$ cat config.mk
export PLATFORM = sky130hd
export DESIGN_NAME = lvl_ctrl
export DESIGN_NICKNAME = d
export VERILOG_FILES = /design/src/lvl_pkg.sv /design/src/lvl_strobe_if.sv /design/src/lvl_ctrl.sv /design/src/lvl_strobe.sv
export SDC_FILE = /design/constraint.sdc
export NUM_CORES = 1
export LEC_CHECK = 0
export ABC_AREA = 1
export BUFFER_PORTS_ARGS = -buffer_cell sky130_fd_sc_hd__buf_2
export CORE_ASPECT_RATIO = 1.4
export CORE_MARGIN = 1.5
export CORE_UTILIZATION = 44
export DETAILED_ROUTE_END_ITERATION = 10
export GPL_TIMING_DRIVEN = 0
export SLEW_MARGIN = 20
export SYNTH_ARGS = -nofsm -noshare
export SYNTH_HDL_FRONTEND = slang
export SYNTH_SLANG_ARGS = --single-unit
$ cat constraint.sdc
create_clock -name core_clk -period 2.7 [get_ports core_clk]
set_clock_uncertainty 0.1 [all_clocks]
set_input_delay 0.27 -clock core_clk [delete_from_list [all_inputs] [get_ports core_clk]]
set_output_delay 0.27 -clock core_clk [all_outputs]
set_load 0.02 [all_outputs]
$ cat src/lvl_pkg.sv
// Constants, register map and timing counts for the frequency change and write leveling controller.
// ****************************************************************************
// ****************************************************************************
package lvl_pkg;
  // ****************************************************************************
  // Register map
  // ****************************************************************************
  localparam logic [7:0] ADDR_CTRL   = 8'h00;
  localparam logic [7:0] ADDR_STATUS = 8'h04;
  localparam logic [7:0] ADDR_MR0    = 8'h08;
  localparam logic [7:0] ADDR_MR1    = 8'h0C;
  localparam logic [7:0] ADDR_DELAY  = 8'h10;
  localparam logic [7:0] ADDR_FSEL   = 8'h14;
  localparam int CTRL_FREQ_BIT  = 0;
  localparam int CTRL_LEVEL_BIT = 1;
  localparam int CTRL_WIDE_BIT  = 2;
  localparam int ST_BUSY_BIT    = 0;
  localparam int ST_FDONE_BIT   = 1;
  localparam int ST_LDONE_BIT   = 2;
  localparam int ST_FAIL_BIT    = 3;
  localparam int ST_LOCK_BIT    = 4;
  localparam int DELAY_LANE1_LSB = 8;
  localparam int MR_W           = 16;
  localparam logic [MR_W-1:0] MR0_RESET = 16'h0000;
  localparam logic [MR_W-1:0] MR1_RESET = 16'h0000;
  localparam int MR0_DLL_RST_BIT = 8;
  localparam int MR1_LEVEL_BIT   = 7;
  localparam int MR1_QOFF_BIT    = 12;
  localparam logic [2:0] BA_MR0 = 3'h0;
  localparam logic [2:0] BA_MR1 = 3'h1;
  // ****************************************************************************
  // Commands as {cs_n, ras_n, cas_n, we_n}
  // ****************************************************************************
  localparam logic [3:0] CMD_NOP = 4'h7;
  localparam logic [3:0] CMD_DES = 4'hF;
  localparam logic [3:0] CMD_MRS = 4'h0;
  // ****************************************************************************
  // Timing, times in ns or in clocks, counts derived at 50 MHz
  // ****************************************************************************
  localparam int CLK_MHZ      = 50;
  localparam int T_CKSRE_NS   = 10;
  localparam int T_CKSRX_NS   = 10;
  localparam int T_XP_NS      = 24;
  localparam int T_MOD_NS     = 15;
  localparam int T_WLO_NS     = 9;
  localparam int T_MRD_CK     = 4;
  localparam int T_DLLK_CK    = 512;
  localparam int T_WLMRD_CK   = 40;
  localparam int T_DQSEN_CK   = 25;
  localparam int T_DQSH_CK    = 1;
  localparam int SYNC_CK      = 2;
  localparam int WAIT_W       = 10;
  function automatic int ceil_cyc(input int ns);
    int c;
    c = (ns * CLK_MHZ + 999) / 1000;
    return (c < 1) ? 1 : c;
  endfunction
  localparam int CKSRE_CYC = ceil_cyc(T_CKSRE_NS);
  localparam int CKSRX_CYC = ceil_cyc(T_CKSRX_NS);
  localparam int XP_CYC    = ceil_cyc(T_XP_NS);
  localparam int MOD_CYC   = ceil_cyc(T_MOD_NS);
  localparam int WLO_CYC   = ceil_cyc(T_WLO_NS) + SYNC_CK;
endpackage

$ cat src/lvl_strobe_if.sv
// Strobe pulse request and result between the sequencer and one lane generator.
interface lvl_strobe_if #(parameter int DLY_W = 6);
  logic             start;
  logic [DLY_W-1:0] delay;
  logic             dqs;
  logic             done;
  modport ctrl   (output start, output delay, input dqs, input done);
  modport strobe (input start, input delay, output dqs, output done);
endinterface

$ cat src/lvl_ctrl.sv
// Host sequencer for clock frequency change in power-down and for write leveling.
//
// Added by the designer: the APB register port and the register offsets.
module lvl_ctrl #(
  parameter int DLY_W  = 6,
  parameter int FSEL_W = 2,
  parameter int LANES  = 2
) (
  input  wire logic              core_clk,
  input  wire logic              resetn,
  input  wire logic              psel,
  input  wire logic              penable,
  input  wire logic              pwrite,
  input  wire logic [7:0]        paddr,
  input  wire logic [31:0]       pwdata,
  output logic                   pready,
  output logic [31:0]            prdata,
  output logic                   pslverr,
  output logic                   cke,
  output logic                   odt,
  output logic [3:0]             cmd_n,
  output logic [2:0]             ba,
  output logic [15:0]            addr,
  output logic [LANES-1:0]       dqs_o,
  output logic [LANES-1:0]       dqs_oe,
  output logic                   dq_oe,
  input  wire logic [8*LANES-1:0] dq_i,
  output logic [FSEL_W-1:0]      freq_sel,
  output logic                   freq_req,
  input  wire logic              freq_ack
);
  if (LANES < 1 || LANES > 2 || DLY_W < 2 || DLY_W > 8 || FSEL_W < 1 || FSEL_W > 8) begin : g_bad_param
    $error("lvl_ctrl: unsupported parameter value");
  end

  typedef enum logic [14:0] {
    S_IDLE  = 15'h0001, S_PD_IN = 15'h0002, S_SRE   = 15'h0004, S_FREQ  = 15'h0008,
    S_SRX   = 15'h0010, S_XP    = 15'h0020, S_DLLMR = 15'h0040, S_DLLK  = 15'h0080,
    S_WLMR  = 15'h0100, S_WLMOD = 15'h0200, S_DQSEN = 15'h0400, S_PULSE = 15'h0800,
    S_WLO   = 15'h1000, S_EVAL  = 15'h2000, S_WLEND = 15'h4000
  } state_type;

  state_type                 state_reg;
  logic [lvl_pkg::WAIT_W-1:0] wait_reg;
  logic [lvl_pkg::MR_W-1:0]  mr0_reg;
  logic [lvl_pkg::MR_W-1:0]  mr1_reg;
  logic [FSEL_W-1:0]         fsel_reg;
  logic                      wide_reg;
  logic                      go_freq_reg;
  logic                      go_lvl_reg;
  logic                      fdone_reg;
  logic                      ldone_reg;
  logic                      fail_reg;
  logic [1:0]                ack_sync_reg;
  logic [8*LANES-1:0]        dq_meta_reg;
  logic [8*LANES-1:0]        dq_sync_reg;
  logic [DLY_W-1:0]          dly_reg [LANES];
  logic [LANES-1:0]          prev_reg;
  logic [LANES-1:0]          lock_reg;
  logic [LANES-1:0]          start_reg;
  logic [LANES-1:0]          sdone_reg;
  logic [LANES-1:0]          lane_on;
  logic [LANES-1:0]          sdone;
  logic [LANES-1:0]          sdqs;
  logic                      apb_wr;
  logic                      apb_rd;

  // ****************************************************************************
  // Strobe generators, one per byte lane
  // ****************************************************************************
  for (genvar l = 0; l < LANES; l++) begin : g_lane
    lvl_strobe_if #(.DLY_W(DLY_W)) sif ();
    assign sif.start = start_reg[l];
    assign sif.delay = dly_reg[l];
    assign sdone[l]  = sif.done;
    assign sdqs[l]   = sif.dqs;
    assign lane_on[l] = (l == 0) || wide_reg;
    lvl_strobe #(.DLY_W(DLY_W)) u_strobe (
      .core_clk (core_clk),
      .resetn   (resetn),
      .sif      (sif)
    );
  end

  function automatic logic [lvl_pkg::WAIT_W-1:0] wcnt(input int cyc);
    return lvl_pkg::WAIT_W'(cyc - 1);
  endfunction

  // ****************************************************************************
  // Pin synchronisers
  // ****************************************************************************
  always_ff @(posedge core_clk) begin
    if (!resetn) begin
      ack_sync_reg <= 2'h0;
      dq_meta_reg  <= '0;
      dq_sync_reg  <= '0;
    end else begin
      ack_sync_reg <= {ack_sync_reg[0], freq_ack};
      dq_meta_reg  <= dq_i;
      dq_sync_reg  <= dq_meta_reg;
    end
  end

  // ****************************************************************************
  // APB slave, one wait state so that every bus output is a register
  // ****************************************************************************
  assign apb_wr = psel && penable && pready && pwrite;
  assign apb_rd = psel && penable && !pready && !pwrite;

  always_ff @(posedge core_clk) begin
    if (!resetn) begin
      pready  <= 1'b0;
      pslverr <= 1'b0;
      prdata  <= 32'h0000_0000;
    end else begin
      pready  <= psel && penable && !pready;
      pslverr <= 1'b0;
      if (psel && penable && !pready) begin
        case (paddr)
          lvl_pkg::ADDR_CTRL, lvl_pkg::ADDR_MR0, lvl_pkg::ADDR_MR1,
          lvl_pkg::ADDR_STATUS, lvl_pkg::ADDR_DELAY, lvl_pkg::ADDR_FSEL: pslverr <= 1'b0;
          default: pslverr <= 1'b1;
        endcase
      end
      if (apb_rd) begin
        case (paddr)
          lvl_pkg::ADDR_CTRL: prdata <= {29'h0, wide_reg, 2'h0};
          lvl_pkg::ADDR_STATUS: prdata <= 32'({lock_reg, fail_reg, ldone_reg, fdone_reg, state_reg != S_IDLE});
          lvl_pkg::ADDR_MR0: prdata <= {16'h0, mr0_reg};
          lvl_pkg::ADDR_MR1: prdata <= {16'h0, mr1_reg};
          lvl_pkg::ADDR_DELAY: prdata <= {16'h0, 8'(dly_reg[LANES-1]), 8'(dly_reg[0])};
          lvl_pkg::ADDR_FSEL: prdata <= 32'(fsel_reg);
          default: prdata <= 32'h0000_0000;
        endcase
      end
    end
  end

  // Configuration registers written by software.
  always_ff @(posedge core_clk) begin
    if (!resetn) begin
      mr0_reg     <= lvl_pkg::MR0_RESET;
      mr1_reg     <= lvl_pkg::MR1_RESET;
      fsel_reg    <= '0;
      wide_reg    <= 1'b0;
      go_freq_reg <= 1'b0;
      go_lvl_reg  <= 1'b0;
    end else begin
      if (state_reg != S_IDLE) begin
        go_freq_reg <= 1'b0;
        go_lvl_reg  <= 1'b0;
      end
      if (apb_wr) begin
        case (paddr)
          lvl_pkg::ADDR_CTRL: begin
            go_freq_reg <= pwdata[lvl_pkg::CTRL_FREQ_BIT];
            go_lvl_reg  <= pwdata[lvl_pkg::CTRL_LEVEL_BIT];
            wide_reg    <= pwdata[lvl_pkg::CTRL_WIDE_BIT] && (LANES == 2);
          end
          lvl_pkg::ADDR_MR0: mr0_reg <= pwdata[lvl_pkg::MR_W-1:0];
          lvl_pkg::ADDR_MR1: mr1_reg <= pwdata[lvl_pkg::MR_W-1:0];
          lvl_pkg::ADDR_FSEL: fsel_reg <= pwdata[FSEL_W-1:0];
          default: ;
        endcase
      end
    end
  end

  // ****************************************************************************
  // Sequencer
  // ****************************************************************************
  // A change is only ever requested from power-down, so the clock stays fixed in every other state.
  always_ff @(posedge core_clk) begin
    if (!resetn) begin
      state_reg <= S_IDLE;
      wait_reg  <= '0;
      cke       <= 1'b1;
      odt       <= 1'b0;
      cmd_n     <= lvl_pkg::CMD_DES;
      ba        <= 3'h0;
      addr      <= 16'h0000;
      freq_req  <= 1'b0;
      freq_sel  <= '0;
      fdone_reg <= 1'b0;
      ldone_reg <= 1'b0;
      fail_reg  <= 1'b0;
      dqs_oe    <= '0;
      dq_oe     <= 1'b0;
      start_reg <= '0;
      sdone_reg <= '0;
    end else begin
      cmd_n     <= lvl_pkg::CMD_NOP;
      dq_oe     <= 1'b0;
      start_reg <= '0;
      sdone_reg <= sdone_reg | sdone;
      if (wait_reg != '0) begin
        wait_reg <= wait_reg - 1'b1;
      end
      case (state_reg)
        S_IDLE: begin
          if (go_freq_reg) begin
            odt       <= 1'b0;
            fdone_reg <= 1'b0;
            state_reg <= S_PD_IN;
          end else if (go_lvl_reg) begin
            ldone_reg <= 1'b0;
            fail_reg  <= 1'b0;
            state_reg <= S_WLMR;
          end
        end
        S_PD_IN: begin
          cke       <= 1'b0;
          wait_reg  <= wcnt(lvl_pkg::CKSRE_CYC);
          state_reg <= S_SRE;
        end
        S_SRE: if (wait_reg == '0) begin
          freq_sel  <= fsel_reg;
          freq_req  <= 1'b1;
          state_reg <= S_FREQ;
        end
        S_FREQ: if (ack_sync_reg[1]) begin
          freq_req  <= 1'b0;
          wait_reg  <= wcnt(lvl_pkg::CKSRX_CYC);
          state_reg <= S_SRX;
        end
        S_SRX: if (wait_reg == '0) begin
          cke       <= 1'b1;
          wait_reg  <= wcnt(lvl_pkg::XP_CYC);
          state_reg <= S_XP;
        end
        S_XP: if (wait_reg == '0) begin
          cmd_n     <= lvl_pkg::CMD_MRS;
          ba        <= lvl_pkg::BA_MR0;
          addr      <= mr0_reg | (16'h0001 << lvl_pkg::MR0_DLL_RST_BIT);
          wait_reg  <= wcnt(lvl_pkg::T_DLLK_CK);
          state_reg <= S_DLLK;
        end
        S_DLLK: if (wait_reg == '0) begin
          fdone_reg <= 1'b1;
          state_reg <= S_IDLE;
        end
        S_WLMR: begin
          cmd_n     <= lvl_pkg::CMD_MRS;
          ba        <= lvl_pkg::BA_MR1;
          addr      <= (mr1_reg | (16'h0001 << lvl_pkg::MR1_LEVEL_BIT))
                       & ~(16'h0001 << lvl_pkg::MR1_QOFF_BIT);
          wait_reg  <= wcnt(lvl_pkg::MOD_CYC);
          sdone_reg <= '0;
          state_reg <= S_WLMOD;
        end
        S_WLMOD: if (wait_reg == '0) begin
          odt       <= 1'b1;
          wait_reg  <= wcnt(lvl_pkg::T_DQSEN_CK);
          state_reg <= S_DQSEN;
        end
        S_DQSEN: if (wait_reg == '0) begin
          dqs_oe    <= lane_on;
          wait_reg  <= wcnt(lvl_pkg::T_WLMRD_CK);
          state_reg <= S_PULSE;
        end
        S_PULSE: if (wait_reg == '0) begin
          start_reg <= lane_on & ~lock_reg;
          sdone_reg <= ~(lane_on & ~lock_reg);
          state_reg <= S_WLO;
        end
        S_WLO: if (&sdone_reg) begin
          wait_reg  <= wcnt(lvl_pkg::WLO_CYC);
          state_reg <= S_EVAL;
        end
        S_EVAL: if (wait_reg == '0) begin
          if ((lock_reg | ~lane_on) == {LANES{1'b1}} || fail_reg) begin
            dqs_oe    <= '0;
            odt       <= 1'b0;
            wait_reg  <= wcnt(lvl_pkg::MOD_CYC);
            state_reg <= S_WLEND;
          end else begin
            wait_reg  <= wcnt(lvl_pkg::T_DQSH_CK + 1);
            state_reg <= S_PULSE;
          end
        end
        S_WLEND: if (wait_reg == '0) begin
          cmd_n     <= lvl_pkg::CMD_MRS;
          ba        <= lvl_pkg::BA_MR1;
          addr      <= mr1_reg & ~(16'h0001 << lvl_pkg::MR1_LEVEL_BIT);
          ldone_reg <= 1'b1;
          state_reg <= S_IDLE;
        end
        default: state_reg <= S_IDLE;
      endcase
      if (state_reg == S_EVAL && wait_reg == '0) begin
        for (int l = 0; l < LANES; l++) begin
          if (lane_on[l] && !lock_reg[l] && &dly_reg[l] && !(!prev_reg[l] && dq_sync_reg[8*l])) begin
            fail_reg <= 1'b1;
          end
        end
      end
    end
  end

  // ****************************************************************************
  // Per-lane delay search
  // ****************************************************************************
  // The last sample starts at one, so a lane locks only on a genuine low-to-high step.
  always_ff @(posedge core_clk) begin
    if (!resetn) begin
      prev_reg <= '1;
      lock_reg <= '0;
      for (int l = 0; l < LANES; l++) begin
        dly_reg[l] <= '0;
      end
    end else if (state_reg == S_WLMR) begin
      prev_reg <= '1;
      lock_reg <= '0;
      for (int l = 0; l < LANES; l++) begin
        dly_reg[l] <= '0;
      end
    end else if (state_reg == S_EVAL && wait_reg == '0) begin
      for (int l = 0; l < LANES; l++) begin
        if (lane_on[l] && !lock_reg[l]) begin
          prev_reg[l] <= dq_sync_reg[8*l];
          if (!prev_reg[l] && dq_sync_reg[8*l]) begin
            lock_reg[l] <= 1'b1;
          end else if (!(&dly_reg[l])) begin
            dly_reg[l] <= dly_reg[l] + 1'b1;
          end
        end
      end
    end
  end

  always_ff @(posedge core_clk) begin
    if (!resetn) begin
      dqs_o <= '0;
    end else begin
      dqs_o <= sdqs;
    end
  end
endmodule

$ cat src/lvl_strobe.sv
// One-lane strobe generator: a single delayed rising pulse per request.
module lvl_strobe #(
  parameter int DLY_W = 6
) (
  input  wire logic        core_clk,
  input  wire logic        resetn,
  lvl_strobe_if.strobe     sif
);
  logic [DLY_W-1:0] cnt_reg;
  logic [1:0]       hi_reg;
  logic             run_reg;

  // ****************************************************************************
  // Delay then pulse
  // ****************************************************************************
  // The rising edge lands delay plus one cycles after start is sampled; that is the adjustable strobe delay.
  always_ff @(posedge core_clk) begin
    if (!resetn) begin
      cnt_reg  <= '0;
      hi_reg   <= 2'h0;
      run_reg  <= 1'b0;
      sif.dqs  <= 1'b0;
      sif.done <= 1'b0;
    end else begin
      sif.done <= 1'b0;
      if (sif.start && !run_reg) begin
        run_reg <= 1'b1;
        cnt_reg <= sif.delay;
        hi_reg  <= 2'(lvl_pkg::T_DQSH_CK);
      end else if (run_reg) begin
        if (cnt_reg != '0) begin
          cnt_reg <= cnt_reg - 1'b1;
        end else if (!sif.dqs) begin
          sif.dqs <= 1'b1;
        end else if (hi_reg > 2'h1) begin
          hi_reg <= hi_reg - 2'h1;
        end else begin
          sif.dqs  <= 1'b0;
          sif.done <= 1'b1;
          run_reg  <= 1'b0;
        end
      end
    end
  end
endmodule

### Word-level counts from Yosys, hierarchy flattened

Memories as Yosys holds them, arrays and structs flattened.
Cells that the tools add are included.

| word-level totals | value |
|---|---|
| register bits | 181 |
| latch bits | 0 |
| bits in writable memories | 12 |
| ROM bits | 0 |
| input port bits | 62 |
| output and inout bits | 67 |
| logic and storage cells | 314 |
| memories kept | 1 |

| operators by class | value |
|---|---|
| add/subtract/negate cells | 7 |
| multipliers | 0 |
| div/mod/pow operators | 0 |
| order comparisons | 2 |
| eq/ne operators | 40 |
| shifts and indexed selects | 0 |
| muxes and demuxes | 116 |
| bitwise operators | 20 |
| reduce and logical (&&, ||, !) cells | 84 |

Memory list:

| name | words | width | read ports | clocked after Yosys merged registers in | write ports | RTL line | text |
|---|---|---|---|---|---|---|---|
| dly_reg | 2 | 6 | 2 | 0 | 2 | lvl_ctrl.sv:57 | `logic [DLY_W-1:0] dly_reg [LANES];` |

Operators by type and width:

| operator | count |
|---|---|
| 2-to-1 mux 15 bit | 13 |
| case mux 15 bit (13 select lines) | 1 |
| case mux 16 bit (6 select lines) | 1 |
| 2-to-1 mux 10 bit | 8 |
| case mux 10 bit (8 select lines) | 1 |
| 2-to-1 mux 1 bit | 63 |
| 2-to-1 mux 6 bit | 10 |
| case mux 16 bit (3 select lines) | 1 |
| 2-to-1 mux 16 bit | 2 |
| inequality test 2 bit, second input constant | 15 |
| nonzero test 2 bit | 13 |
| AND reduction 2 bit | 12 |
| AND reduction 4 bit | 6 |
| AND reduction 3 bit | 7 |
| equality test 8 x 4 -> 1 bit, second input constant | 2 |
| equality test 8 x 5 -> 1 bit, second input constant | 2 |
| equality test 15 x 1 -> 1 bit, second input constant | 1 |
| equality test 15 x 10 -> 1 bit, second input constant | 1 |
| equality test 15 x 11 -> 1 bit, second input constant | 1 |
| equality test 15 x 12 -> 1 bit, second input constant | 1 |
| equality test 15 x 13 -> 1 bit, second input constant | 1 |
| equality test 15 x 14 -> 1 bit, second input constant | 1 |
| equality test 15 bit, second input constant | 1 |
| equality test 15 x 2 -> 1 bit, second input constant | 1 |
| 42 further kinds | 104 |

### Logic depth before layout (Yosys ltp)

Gate-level depths: netlist of run 1.
An unclocked memory read counts as a cell.

| logic depth | value |
|---|---|
| depth after elaboration | 10 |
| gate-level depth with buffers | 14 |
| depth with buffers taken out | 13 |

### Hierarchy

Synthesis of run 1 repeated with hierarchy kept, for this count alone.

| second synthesis, totals | value |
|---|---|
| cell total of the unflattened synthesis | 1131 |
| area total of the unflattened synthesis | 8027.7 sq um |

Modules (own cells, without submodules):

| module | times used | cells each | area an instance (sq um) | sequential area each (sq um) |
|---|---|---|---|---|
| lvl_ctrl | 1 | 937 | 6729.0 | 2842.7 |
| lvl_strobe | 2 | 97 | 649.4 | 220.2 |

### Worst setup path after synthesis of run 1

OpenSTA, ideal clock, no wires.

| timing | value |
|---|---|
| path kind | reg2reg |
| from | register wait_reg[0] (netlist bit) |
| to | register state_reg[10] |
| setup time | 0.114 ns |
| arrival time | 1.689 ns |
| required time | 2.486 ns |
| path slack | 0.797 ns |
| cell stages (with the launch flop) | 14 |
| buffers on the path | 2 |
| clock period less this slack | 1.903 ns |
| cell sequence | dfxtp_1 > inv_1 > ha_1 > inv_1 > nor2_1 > nand3_4 > buf_6 > nand2_1 > nand2_2 > nor2_4 > nand3_4 > buf_6 > nor2_1 > nor2_2 |

| between the ends | value |
|---|---|
| longest elaborated chain between the ends | 3 |
| elaborated cells on any way between the ends | 10 |
| classes of those cells | 8 x eq/ne; 2 x reduce/logical |

Ends and longest elaborated chain:

| what | RTL line | text |
|---|---|---|
| from (decl) | lvl_ctrl.sv:44 | `logic [lvl_pkg::WAIT_W-1:0] wait_reg;` |
| from (signal assigned) | lvl_ctrl.sv:197 | `wait_reg <= wait_reg - 1'b1;` |
| from (signal assigned) | lvl_ctrl.sv:213 | `wait_reg <= wcnt(lvl_pkg::CKSRE_CYC);` |
| from (signal assigned) | lvl_ctrl.sv:223 | `wait_reg <= wcnt(lvl_pkg::CKSRX_CYC);` |
| logical NOT 10 bit * | - |  |
| inequality test 2 bit (no source line) or inequality test 2 x 1 -> 1 bit (tied branches) | - |  |
| AND reduction 11 bit (no source line) * | - |  |
| to (signal assigned) | lvl_ctrl.sv:219 | `state_reg <= S_FREQ;` |
| to (signal assigned) | lvl_ctrl.sv:229 | `state_reg <= S_XP;` |
| to (signal assigned) | lvl_ctrl.sv:240 | `state_reg <= S_IDLE;` |
| to (decl) | lvl_ctrl.sv:43 | `state_type state_reg;` |

Mark *: on every way between the ends. The rest lies on a longest branch, timed or not.
A chain may end at the register's enable or synchronous reset.

### Final worst setup path of run 1

| timing | value |
|---|---|
| from | register state_reg[11] |
| to | register addr[5] |

| between the ends | value |
|---|---|
| longest elaborated chain between the ends | 3 |
| elaborated cells on any way between the ends | 8 |
| classes of those cells | 5 x eq/ne; 1 x mux; 2 x reduce/logical |

Ends and longest elaborated chain:

| what | RTL line | text |
|---|---|---|
| from (signal assigned) | lvl_ctrl.sv:175 | `state_reg <= S_IDLE;` |
| from (signal assigned) | lvl_ctrl.sv:204 | `state_reg <= S_PD_IN;` |
| from (signal assigned) | lvl_ctrl.sv:208 | `state_reg <= S_WLMR;` |
| equality test 15 x 6 -> 1 bit (tied with other cells) | lvl_ctrl.sv:199 | `case (state_reg)` |
| inequality test 2 bit (no source line) or nonzero test 3 bit (tied branches) | - |  |
| AND reduction 3 bit (no source line) | - |  |
| to (signal assigned) | lvl_ctrl.sv:234 | `addr <= mr0_reg \| (16'h0001 << lvl_pkg::MR0_DLL_RST_BIT);` |
| to (signal assigned) | lvl_ctrl.sv:245 | `addr <= (mr1_reg \| (16'h0001 << lvl_pkg::MR1_LEVEL_BIT))` |
| to (signal assigned) | lvl_ctrl.sv:284 | `addr <= mr1_reg & ~(16'h0001 << lvl_pkg::MR1_LEVEL_BIT);` |
| to (decl) | lvl_ctrl.sv:23 | `output logic [15:0] addr,` |

Parallel ways exist; a longest one is shown, timed or not.

==> impl_metrics.toml, run 1 <==
[outcome]
status = "completed"

[clocking]
post_cts_resized = 0
post_cts_buffers = 0
clock_latency_ns = 0.44
cts.sinks = 158
cts_hold_buf = 16
ctsLongestPathBuffers = 2
cts_buffers = 17
cts-root-buf = "clkbuf_16"
cts_tree = "built"
clkTransAtPathRegs_ns = 0.07
h-tree-depth = 4

[layout]
area_growth_syn_to_layout_pct = 17.7
n_fill_cell = 1896
seq_area_mm2 = 0.00328
drive_above_1_share_pct = 18.1
n_antenna_cell = 0
final_cell_mix = "nand2_1, nor2_1, inv_1, dfxtp_1, a21oi_1"
mostFrequentLayoutCell = "nand2_1"
fin_nets = 1380
fin_area_mm2 = 0.00990
multiInputGateArea_mm2 = 0.00421

[detailed_routing]
drc = 0
wl_mm = 25.4
drt_iter0_drc = 402
dr.pass1.iters = 7
vias_per_cell = 5.12
route.vias.total = 8010
wl_per_cell_um = 16.2
ant_nets = 0

[setup_path]
cp.required_ns = 2.90
startpoint_type = "flop"
timing.rr.start = "state_reg[11]$_SDFFE_PN0P_"
r2r_cells = 8
critPathCaptureType = "flop"
path_class = "flop to flop"
r2r-end = "addr[5]$_SDFFE_PN0P_"
worst-r2r-setup-slack_ns = 0.32
cp_data_arrival_time_ns = 2.58
crit_fanout = 6

[floorplan]
coreArea_mm2 = 0.0187
io_pins = 129
die_w_um = 120
die_area_mm2 = 0.0200
start_util_pct = 45.0
die_h_um = 167
rows = 59

[synth]
synthFlopType = "dfxtp_1"
ys_types = 51
synthCells = 1175
synth-edff-count = 12
async_reset_ff_share_pct = 0
yosys-top-cells-area = "dfxtp_1, nand2_1, nor2_1"
syn_area_per_cell_um2 = 7.16
synth_top_area_share_pct = 34.8
synth_seq_area_share_pct = 39.0
ys_warn_count = 0
synth-seq-cells = 158
synth_area_mm2 = 0.00841
synth_top_area_cell = "dfxtp_1"

[sta]
rsz0062_at_grt = "false"
hold_viol_final = 0
finalMaxSlewViolations = 0
setup_tns_ns = 0
finalCritPeriodShare_pct = 88.2
relSlewSlack_pct = 42.0
worst_pin_slew_ns = 0.871
clock.fmax_ghz = 0.420
period_needed_ns = 2.38
setup-violations-final = 0

[grt]
grt_overflow = 0
grtUsageMet1_pct = 28.3
busiest_layer = "met2"
use_met2_pct = 47.8
grt_max_degree = 17
grt_pass1_vias = 7770
grt_antenna_before_repair = 0
grt_pass1_wl_mm = 40.0
track_usage_pct = 25.9
grtUsageMet3_pct = 4.42

[placement]
dp_hpwl_mm = 19.3
io_buffer_count = 79
gp_congestion = 0.963
place_area_mm2 = 0.00918

[flow_run]
maxCapViolations = 0

[pwr]
leakage_nw = 4.51
powerDensity_mw_per_mm2 = 949
ir_worst_vdd_mv = 0.607

[worst_hold_path]
min_to = "mr0_reg[2]$_SDFFE_PN0P_"
worstHoldStart = "pwdata[2]"
hold_class = "primary input to flop"
hold_path_depth = 3
[synth_stat cells (3+ instances only)]
| cell | count |
|---|---|
| a211oi_1 | 21 |
| a21boi_0 | 6 |
| a21oi_1 | 96 |
| a21oi_2 | 4 |
| buf_2 | 8 |
| buf_4 | 24 |
| buf_6 | 5 |
| clkbuf_1 | 18 |
| dfxtp_1 | 146 |
| edfxtp_1 | 12 |
| ha_1 | 11 |
| inv_1 | 146 |
| inv_2 | 9 |
| nand2_1 | 222 |
| nand2_2 | 24 |
| nand2_4 | 7 |
| nand3_1 | 64 |
| nand3_4 | 4 |
| nand3b_1 | 7 |
| nand4_1 | 12 |
| nor2_1 | 147 |
| nor2_2 | 17 |
| nor2_4 | 7 |
| nor2_8 | 3 |
| nor3_1 | 18 |
| nor3_2 | 4 |
| o211ai_1 | 10 |
| o21ai_0 | 68 |
| o21ai_1 | 14 |
| o221ai_1 | 4 |
| o22ai_1 | 3 |
| or2_2 | 4 |
| xor2_1 | 9 |
[through the flow]
step           util, %  hold slack (ns)  total power [mW]  instances  setup slack, ns
3_5_place_dp      49.1            0.302              7.07       1516            0.395
4_1_cts           53.0           0.0124              9.44       1564            0.378
2_1_floorplan        -            0.268              6.19       1193            0.797
5_1_grt           53.0           0.0283              10.1       1564            0.185
3_3_place_gp      49.1            0.294              7.04       1516            0.392
6_report          53.0           0.0156              9.40       1564            0.319
[worst max-delay path by stage]
stage / endpoint / cells after the start / start
floorplan: state_reg[10]$_SDFFE_PN0P_ / 13 / wait_reg[0]$_SDFF_PN0_
global placement: dly_reg[0][3]$_SDFFCE_PN0P_ / 13 / wait_reg[0]$_SDFF_PN0_
detailed placement: dly_reg[0][3]$_SDFFCE_PN0P_ / 13 / wait_reg[0]$_SDFF_PN0_
CTS: dly_reg[0][3]$_SDFFCE_PN0P_ / 13 / wait_reg[0]$_SDFF_PN0_
global route: g_lane[1].u_strobe.cnt_reg[5]$_SDFFE_PN0P_ / 11 / g_lane[1].u_strobe.cnt_reg[0]$_SDFFE_PN0P_
finish: addr[5]$_SDFFE_PN0P_ / 8 / state_reg[11]$_SDFFE_PN0P_
[worst max-delay path: stages, from the launching register on]
cell,delay (ns)
dfxtp_1,0.36
nor2_4,0.21
nand2_4,0.10
nor2_8,0.13
nand3b_1,0.24
nand2_2,0.21
inv_1,0.14
a21boi_0,0.60
a21oi_1,0.14
[power breakdown]
group          internal (mW)  switching [mW]  leakage (nW)
Sequential              2.60           0.217          1.31
Clock                   1.23            1.11         0.270
Combinational           1.45            2.79          2.94
[cell type report]
cell class                 instances  share of cell area, %
multi-input combinational        820                   42.6
sequential                       158                   33.2
inverter                         157                   6.03
timing repair buffer              95                   5.61
clock buffer                      18                   4.44
buffer                            58                   3.87
tap                              244                   3.08
clock inverter                    14                   1.24
[cells by family after synthesis]
kind of cell               after synthesis  synth area share, %
and+or+nand+nor                        545                 30.7
AOI/OAI and AO/OA                      235                 15.9
buffers and inverters                  215                 11.7
DFF                                    158                 39.0
adders and majority gates               11                 1.64
xor gates and xnor gates                10                 1.04
other                                    1               0.0446
[per-layer routing]
layer / part of all wire [%] / routed length [um] / up-vias
li1: - / - / 4038
met3: 3.7 / 950 / 56
met2: 52 / 13200 / 221
met5: 0 / 0 / -
met4: 4.4 / 1130 / 0
met1: 40 / 10100 / 3695
No activity file was read; power rests on OpenSTA's default activity.
==> inputs of run 2 (changes only) <==
--- a/config.mk
+++ b/config.mk
@@ -10,6 +10,7 @@
 export CORE_ASPECT_RATIO = 1.4
 export CORE_MARGIN = 1.5
 export CORE_UTILIZATION = 44
+export CTS_BUF_LIST = sky130_fd_sc_hd__clkbuf_4
 export DETAILED_ROUTE_END_ITERATION = 10
 export GPL_TIMING_DRIVEN = 0
 export SLEW_MARGIN = 20
==> impl_metrics.toml, run 2 (synthesis results as in run 1) <==
[outcome]
status = "completed"

[floorplan]
die_area_mm2 = 0.0200
start_util_pct = 45.0
rows = 59
die_h_um = 167
io_pins = 129
coreArea_mm2 = 0.0187
die_w_um = 120

[detailed_routing]
ant_nets = 0
drc = 0
vias_per_cell = 5.10
route.vias.total = 8018
wl_per_cell_um = 16.1
wl_mm = 25.3
drt_iter0_drc = 515
dr.pass1.iters = 7

[sta]
rsz0062_at_grt = "false"
finalMaxSlewViolations = 0
finalCritPeriodShare_pct = 93.3
clock.fmax_ghz = 0.397
worst_pin_slew_ns = 0.869
setup_tns_ns = 0
period_needed_ns = 2.52
relSlewSlack_pct = 42.1
setup-violations-final = 0
hold_viol_final = 0

[layout]
mostFrequentLayoutCell = "nand2_1"
area_growth_syn_to_layout_pct = 14.8
drive_above_1_share_pct = 17.9
n_fill_cell = 1927
fin_nets = 1386
final_cell_mix = "nand2_1, nor2_1, inv_1, dfxtp_1, a21oi_1"

[clocking]
clkTransAtPathRegs_ns = 0.16
cts_buffers = 17
cts.sinks = 158
ctsLongestPathBuffers = 2
clock_latency_ns = 0.58
cts_tree = "built"
cts-root-buf = "clkbuf_4"
h-tree-depth = 4

[worst_hold_path]
min_to = "prdata[15]$_SDFFE_PN0P_"
hold_path_depth = 4
hold_class = "primary input to flop"
worstHoldStart = "pwrite"

[grt]
grt_antenna_before_repair = 1
grt_overflow = 0
grt_pass1_vias = 7823
grt_pass1_wl_mm = 40.0
track_usage_pct = 25.8
grt_max_degree = 17

[pwr]
finalPower_mw = 8.43
powerDensity_mw_per_mm2 = 873
ir_worst_vdd_mv = 0.625
leakage_nw = 4.40

[setup_path]
path_cells = "dlygate4sd3_1 > buf_2 > nand2_1 > dlygate4sd3_1 > nor2_1 > inv_1 > nor2_1 > inv_1 > clkbuf_1 > nand2_1 > a21oi_1"
r2r-end = "dly_reg[0][11]$_SDFFCE_PN0P_"
path_class = "primary input to flop"
timing.rr.start = "wait_reg[0]$_SDFF_PN0_"
r2r_cells = 13
crit_slowest_cell = "dlygate4sd3_1"
crit_fanout = 10
worst_path_largest_cell_delay_ns = 0.57
cp_data_arrival_time_ns = 2.88
startpoint_type = "primary input"
cpLargestDelayFamily = "buffers and inverters"
critPathCaptureType = "flop"
worst-r2r-setup-slack_ns = 0.36
path_buf_inv = 6
cp.required_ns = 3.06

[flow_run]
maxCapViolations = 0

[placement]
dp_hpwl_mm = 19.3
io_buffer_count = 79
gp_congestion = 0.963
## run 2: metal layers
metal | up-vias | share of wire, % | GRT usage, %
li1 | 4050 | - | -
met1 | 3701 | 39 | 28.4
met2 | 219 | 52 | 47.9
met3 | 48 | 3.8 | 3.56
met4 | 0 | 4.3 | 12.9
met5 | - | 0 | 0
## run 2: cell type report
cell class	instances	area, um^2	area share, %
Timing Repair Buffer	101	616	6.38
Tap cell	244	305	3.16
Clock buffer	17	128	1.32
Antenna cell	1	2.50	0.0259
Sequential cell	158	3280	34.0
Multi-Input combinational cell	820	4210	43.6
Inverter	157	597	6.18
Buffer	58	383	3.97
Clock inverter	15	126	1.31
## run 2: how the worst max path moves through the flow
stage,from,to,slack [ns],cells past startpoint
floorplan,wait_reg[0]$_SDFF_PN0_,state_reg[10]$_SDFFE_PN0P_,0.80,13
global placement,wait_reg[0]$_SDFF_PN0_,dly_reg[0][3]$_SDFFCE_PN0P_,0.39,13
detailed placement,wait_reg[0]$_SDFF_PN0_,dly_reg[0][3]$_SDFFCE_PN0P_,0.39,13
CTS,penable,prdata[13]$_SDFFE_PN0P_,0.28,11
global route,penable,prdata[11]$_SDFFE_PN0P_,0.06,11
finish,penable,prdata[11]$_SDFFE_PN0P_,0.18,11
## run 2: repair_timing
action                                  4_1_cts  5_1_grt
endpoints found under the hold margin        42        0
endpoints found under the setup margin        0        0
hold buffers                                 22        0
setup buffers                                 0        0
resized for setup                             0        0
## run 2: where the power goes
group          switching [mW]  leakage, nW  internal [mW]
sequential              0.218         1.31           2.60
clock                   0.982        0.133          0.391
combinational            2.79         2.96           1.45
## run 2: metrics by stage
stage          worst slack (ns)  util (%)  cell area [um^2]  hold WS, ns  instances
6_report                  0.180      51.7              9650       0.0348       1571
5_1_grt                  0.0608      51.7              9650       0.0139       1571
4_1_cts                   0.278      51.7              9650      0.00284       1570
3_5_place_dp              0.395      49.1              9180        0.302       1516
3_3_place_gp              0.392      49.1              9180        0.294       1516
2_1_floorplan             0.797         -              8480        0.268       1193
## run 2: worst reg2reg max path: cells and delay by family (launching register included)
kind | cells | cell delay, ns
buffers and inverters | 4 | 0.59
DFF | 1 | 0.36
adders and majority gates | 1 | 0.17
and+or+nand+nor | 8 | 0.98
==> inputs of run 3 (changes only) <==
--- a/config.mk
+++ b/config.mk
@@ -7,12 +7,15 @@
 export LEC_CHECK = 0
 export ABC_AREA = 1
 export BUFFER_PORTS_ARGS = -buffer_cell sky130_fd_sc_hd__buf_2
+export CELL_PAD_IN_SITES_DETAIL_PLACEMENT = 1
+export CELL_PAD_IN_SITES_GLOBAL_PLACEMENT = 1
 export CORE_ASPECT_RATIO = 1.4
 export CORE_MARGIN = 1.5
-export CORE_UTILIZATION = 44
+export CORE_UTILIZATION = 43
 export CTS_BUF_LIST = sky130_fd_sc_hd__clkbuf_4
 export DETAILED_ROUTE_END_ITERATION = 10
 export GPL_TIMING_DRIVEN = 0
+export PLACE_DENSITY_LB_ADDON = 0.1
 export SLEW_MARGIN = 20
 export SYNTH_ARGS = -nofsm -noshare
 export SYNTH_HDL_FRONTEND = slang
==> impl_metrics.toml, run 3 (synthesis results as in run 1) <==
[outcome]
status = "completed"

[layout]
instances_no_fill = 1574
postLayoutCoreUtil_pct = 50.1
mostFrequentLayoutCell = "nand2_1"
multiInputGateArea_mm2 = 0.00421
area_growth_syn_to_layout_pct = 14.6
fin_area_mm2 = 0.00964
n_fill_cell = 2559
seq_area_mm2 = 0.00328
final_cell_mix = "nand2_1, nor2_1, inv_1, dfxtp_1, a21oi_1"
drive_above_1_share_pct = 18.0
fin_nets = 1385

[detailed_routing]
wl_per_cell_um = 17.4
route.vias.total = 8163
wl_mm = 27.4
drt_iter0_drc = 323
vias_per_cell = 5.19
drc = 0
dr.pass1.iters = 4
ant_nets = 0

[sta]
fin_ws_ns = 0.168
finalCritPeriodShare_pct = 93.8
worst_pin_slew_ns = 0.828
finalMaxSlewViolations = 0
setup_tns_ns = 0
setup-violations-final = 0
clock.fmax_ghz = 0.395
rsz0062_at_grt = "false"
hold_viol_final = 0
relSlewSlack_pct = 44.8
hold-worst-slack_ns = 0.0500
period_needed_ns = 2.53

[floorplan]
coreArea_mm2 = 0.0192
io_pins = 129
die_w_um = 121
die_h_um = 168
die_area_mm2 = 0.0204
start_util_pct = 43.8
rows = 60

[clocking]
clkTransAtPathRegs_ns = 0.13
post_cts_buffers = 0
post_cts_resized = 0
cts_hold_buf = 21
cts-root-buf = "clkbuf_4"
h-tree-depth = 4
ctsLongestPathBuffers = 2
cts_buffers = 17
cts.sinks = 158
clock_latency_ns = 0.56
cts_tree = "built"

[setup_path]
path_class = "primary input to flop"
cp.required_ns = 3.01
timing.rr.start = "wait_reg[0]$_SDFF_PN0_"
startpoint = "penable"
startpoint_type = "primary input"
critPathCaptureType = "flop"
crit_fanout = 10
cp_data_arrival_time_ns = 2.85

[pwr]
ir_worst_vdd_mv = 0.538
powerDensity_mw_per_mm2 = 877
finalPower_mw = 8.45
leakage_nw = 4.40

[grt]
grt_antenna_before_repair = 1
grt_pass1_wl_mm = 43.5
grt_max_degree = 17
grt_overflow = 0
grt_pass1_vias = 8479
track_usage_pct = 27.8

[placement]
io_buffer_count = 79
detailedPlace.worstSlack_ns = 0.341
gp_congestion = 0.893
dpl.cell_count = 1520
dp_hpwl_mm = 21.4
place_area_mm2 = 0.00918

[worst_hold_path]
hold_class = "primary input to flop"
worstHoldStart = "pwrite"

[flow_run]
maxCapViolations = 0
-- run 3: worst max-delay path, cell delays in order --
cell and delay (ns):
dlygate4sd3_1 0.52, buf_2 0.09, nand2_1 0.06, dlygate4sd3_1 0.56, nor2_1 0.09, inv_1 0.05, nor2_1 0.47, inv_1 0.27
clkbuf_1 0.29, nand2_1 0.12, a21oi_1 0.06
-- run 3: layout make-up --
cell class,instances,area share (%)
timing repair buffer,100,6.28
clock buffer,18,1.40
sequential,158,34.1
inverter,157,6.19
multi-input combinational,820,43.7
antenna,1,0.0260
buffer,58,3.97
clock inverter,14,1.10
tap,248,3.22
-- run 3: layer usage --
layer  share of wire, %  track usage, %  vias to the layer above  wire [um]
met3                2.5            3.94                       70        686
met1                 38            28.9                     3884      10500
li1                   -               -                     4050          -
met2                 54            52.5                      159      14700
met4                5.4            15.8                        0       1470
met5                  0               0                        -          0
-- run 3: report_power, final --
| part | total [mW] | internal [mW] | switching [mW] |
|---|---|---|---|
| registers | 2.81 | 2.60 | 0.216 |
| clock network | 1.31 | 0.393 | 0.921 |
| logic | 4.32 | 1.45 | 2.87 |
-- run 3: final timing paths --
check	end	slack (ns)	depth (start not counted)
worst min-delay path	prdata[15]$_SDFFE_PN0P_	0.05	4
worst max register to register	dly_reg[0][10]$_SDFFCE_PN0P_	0.30	13
worst min register to register	ack_sync_reg[1]$_SDFF_PN0_	0.33	2
worst max-delay path	prdata[12]$_SDFFE_PN0P_	0.17	11
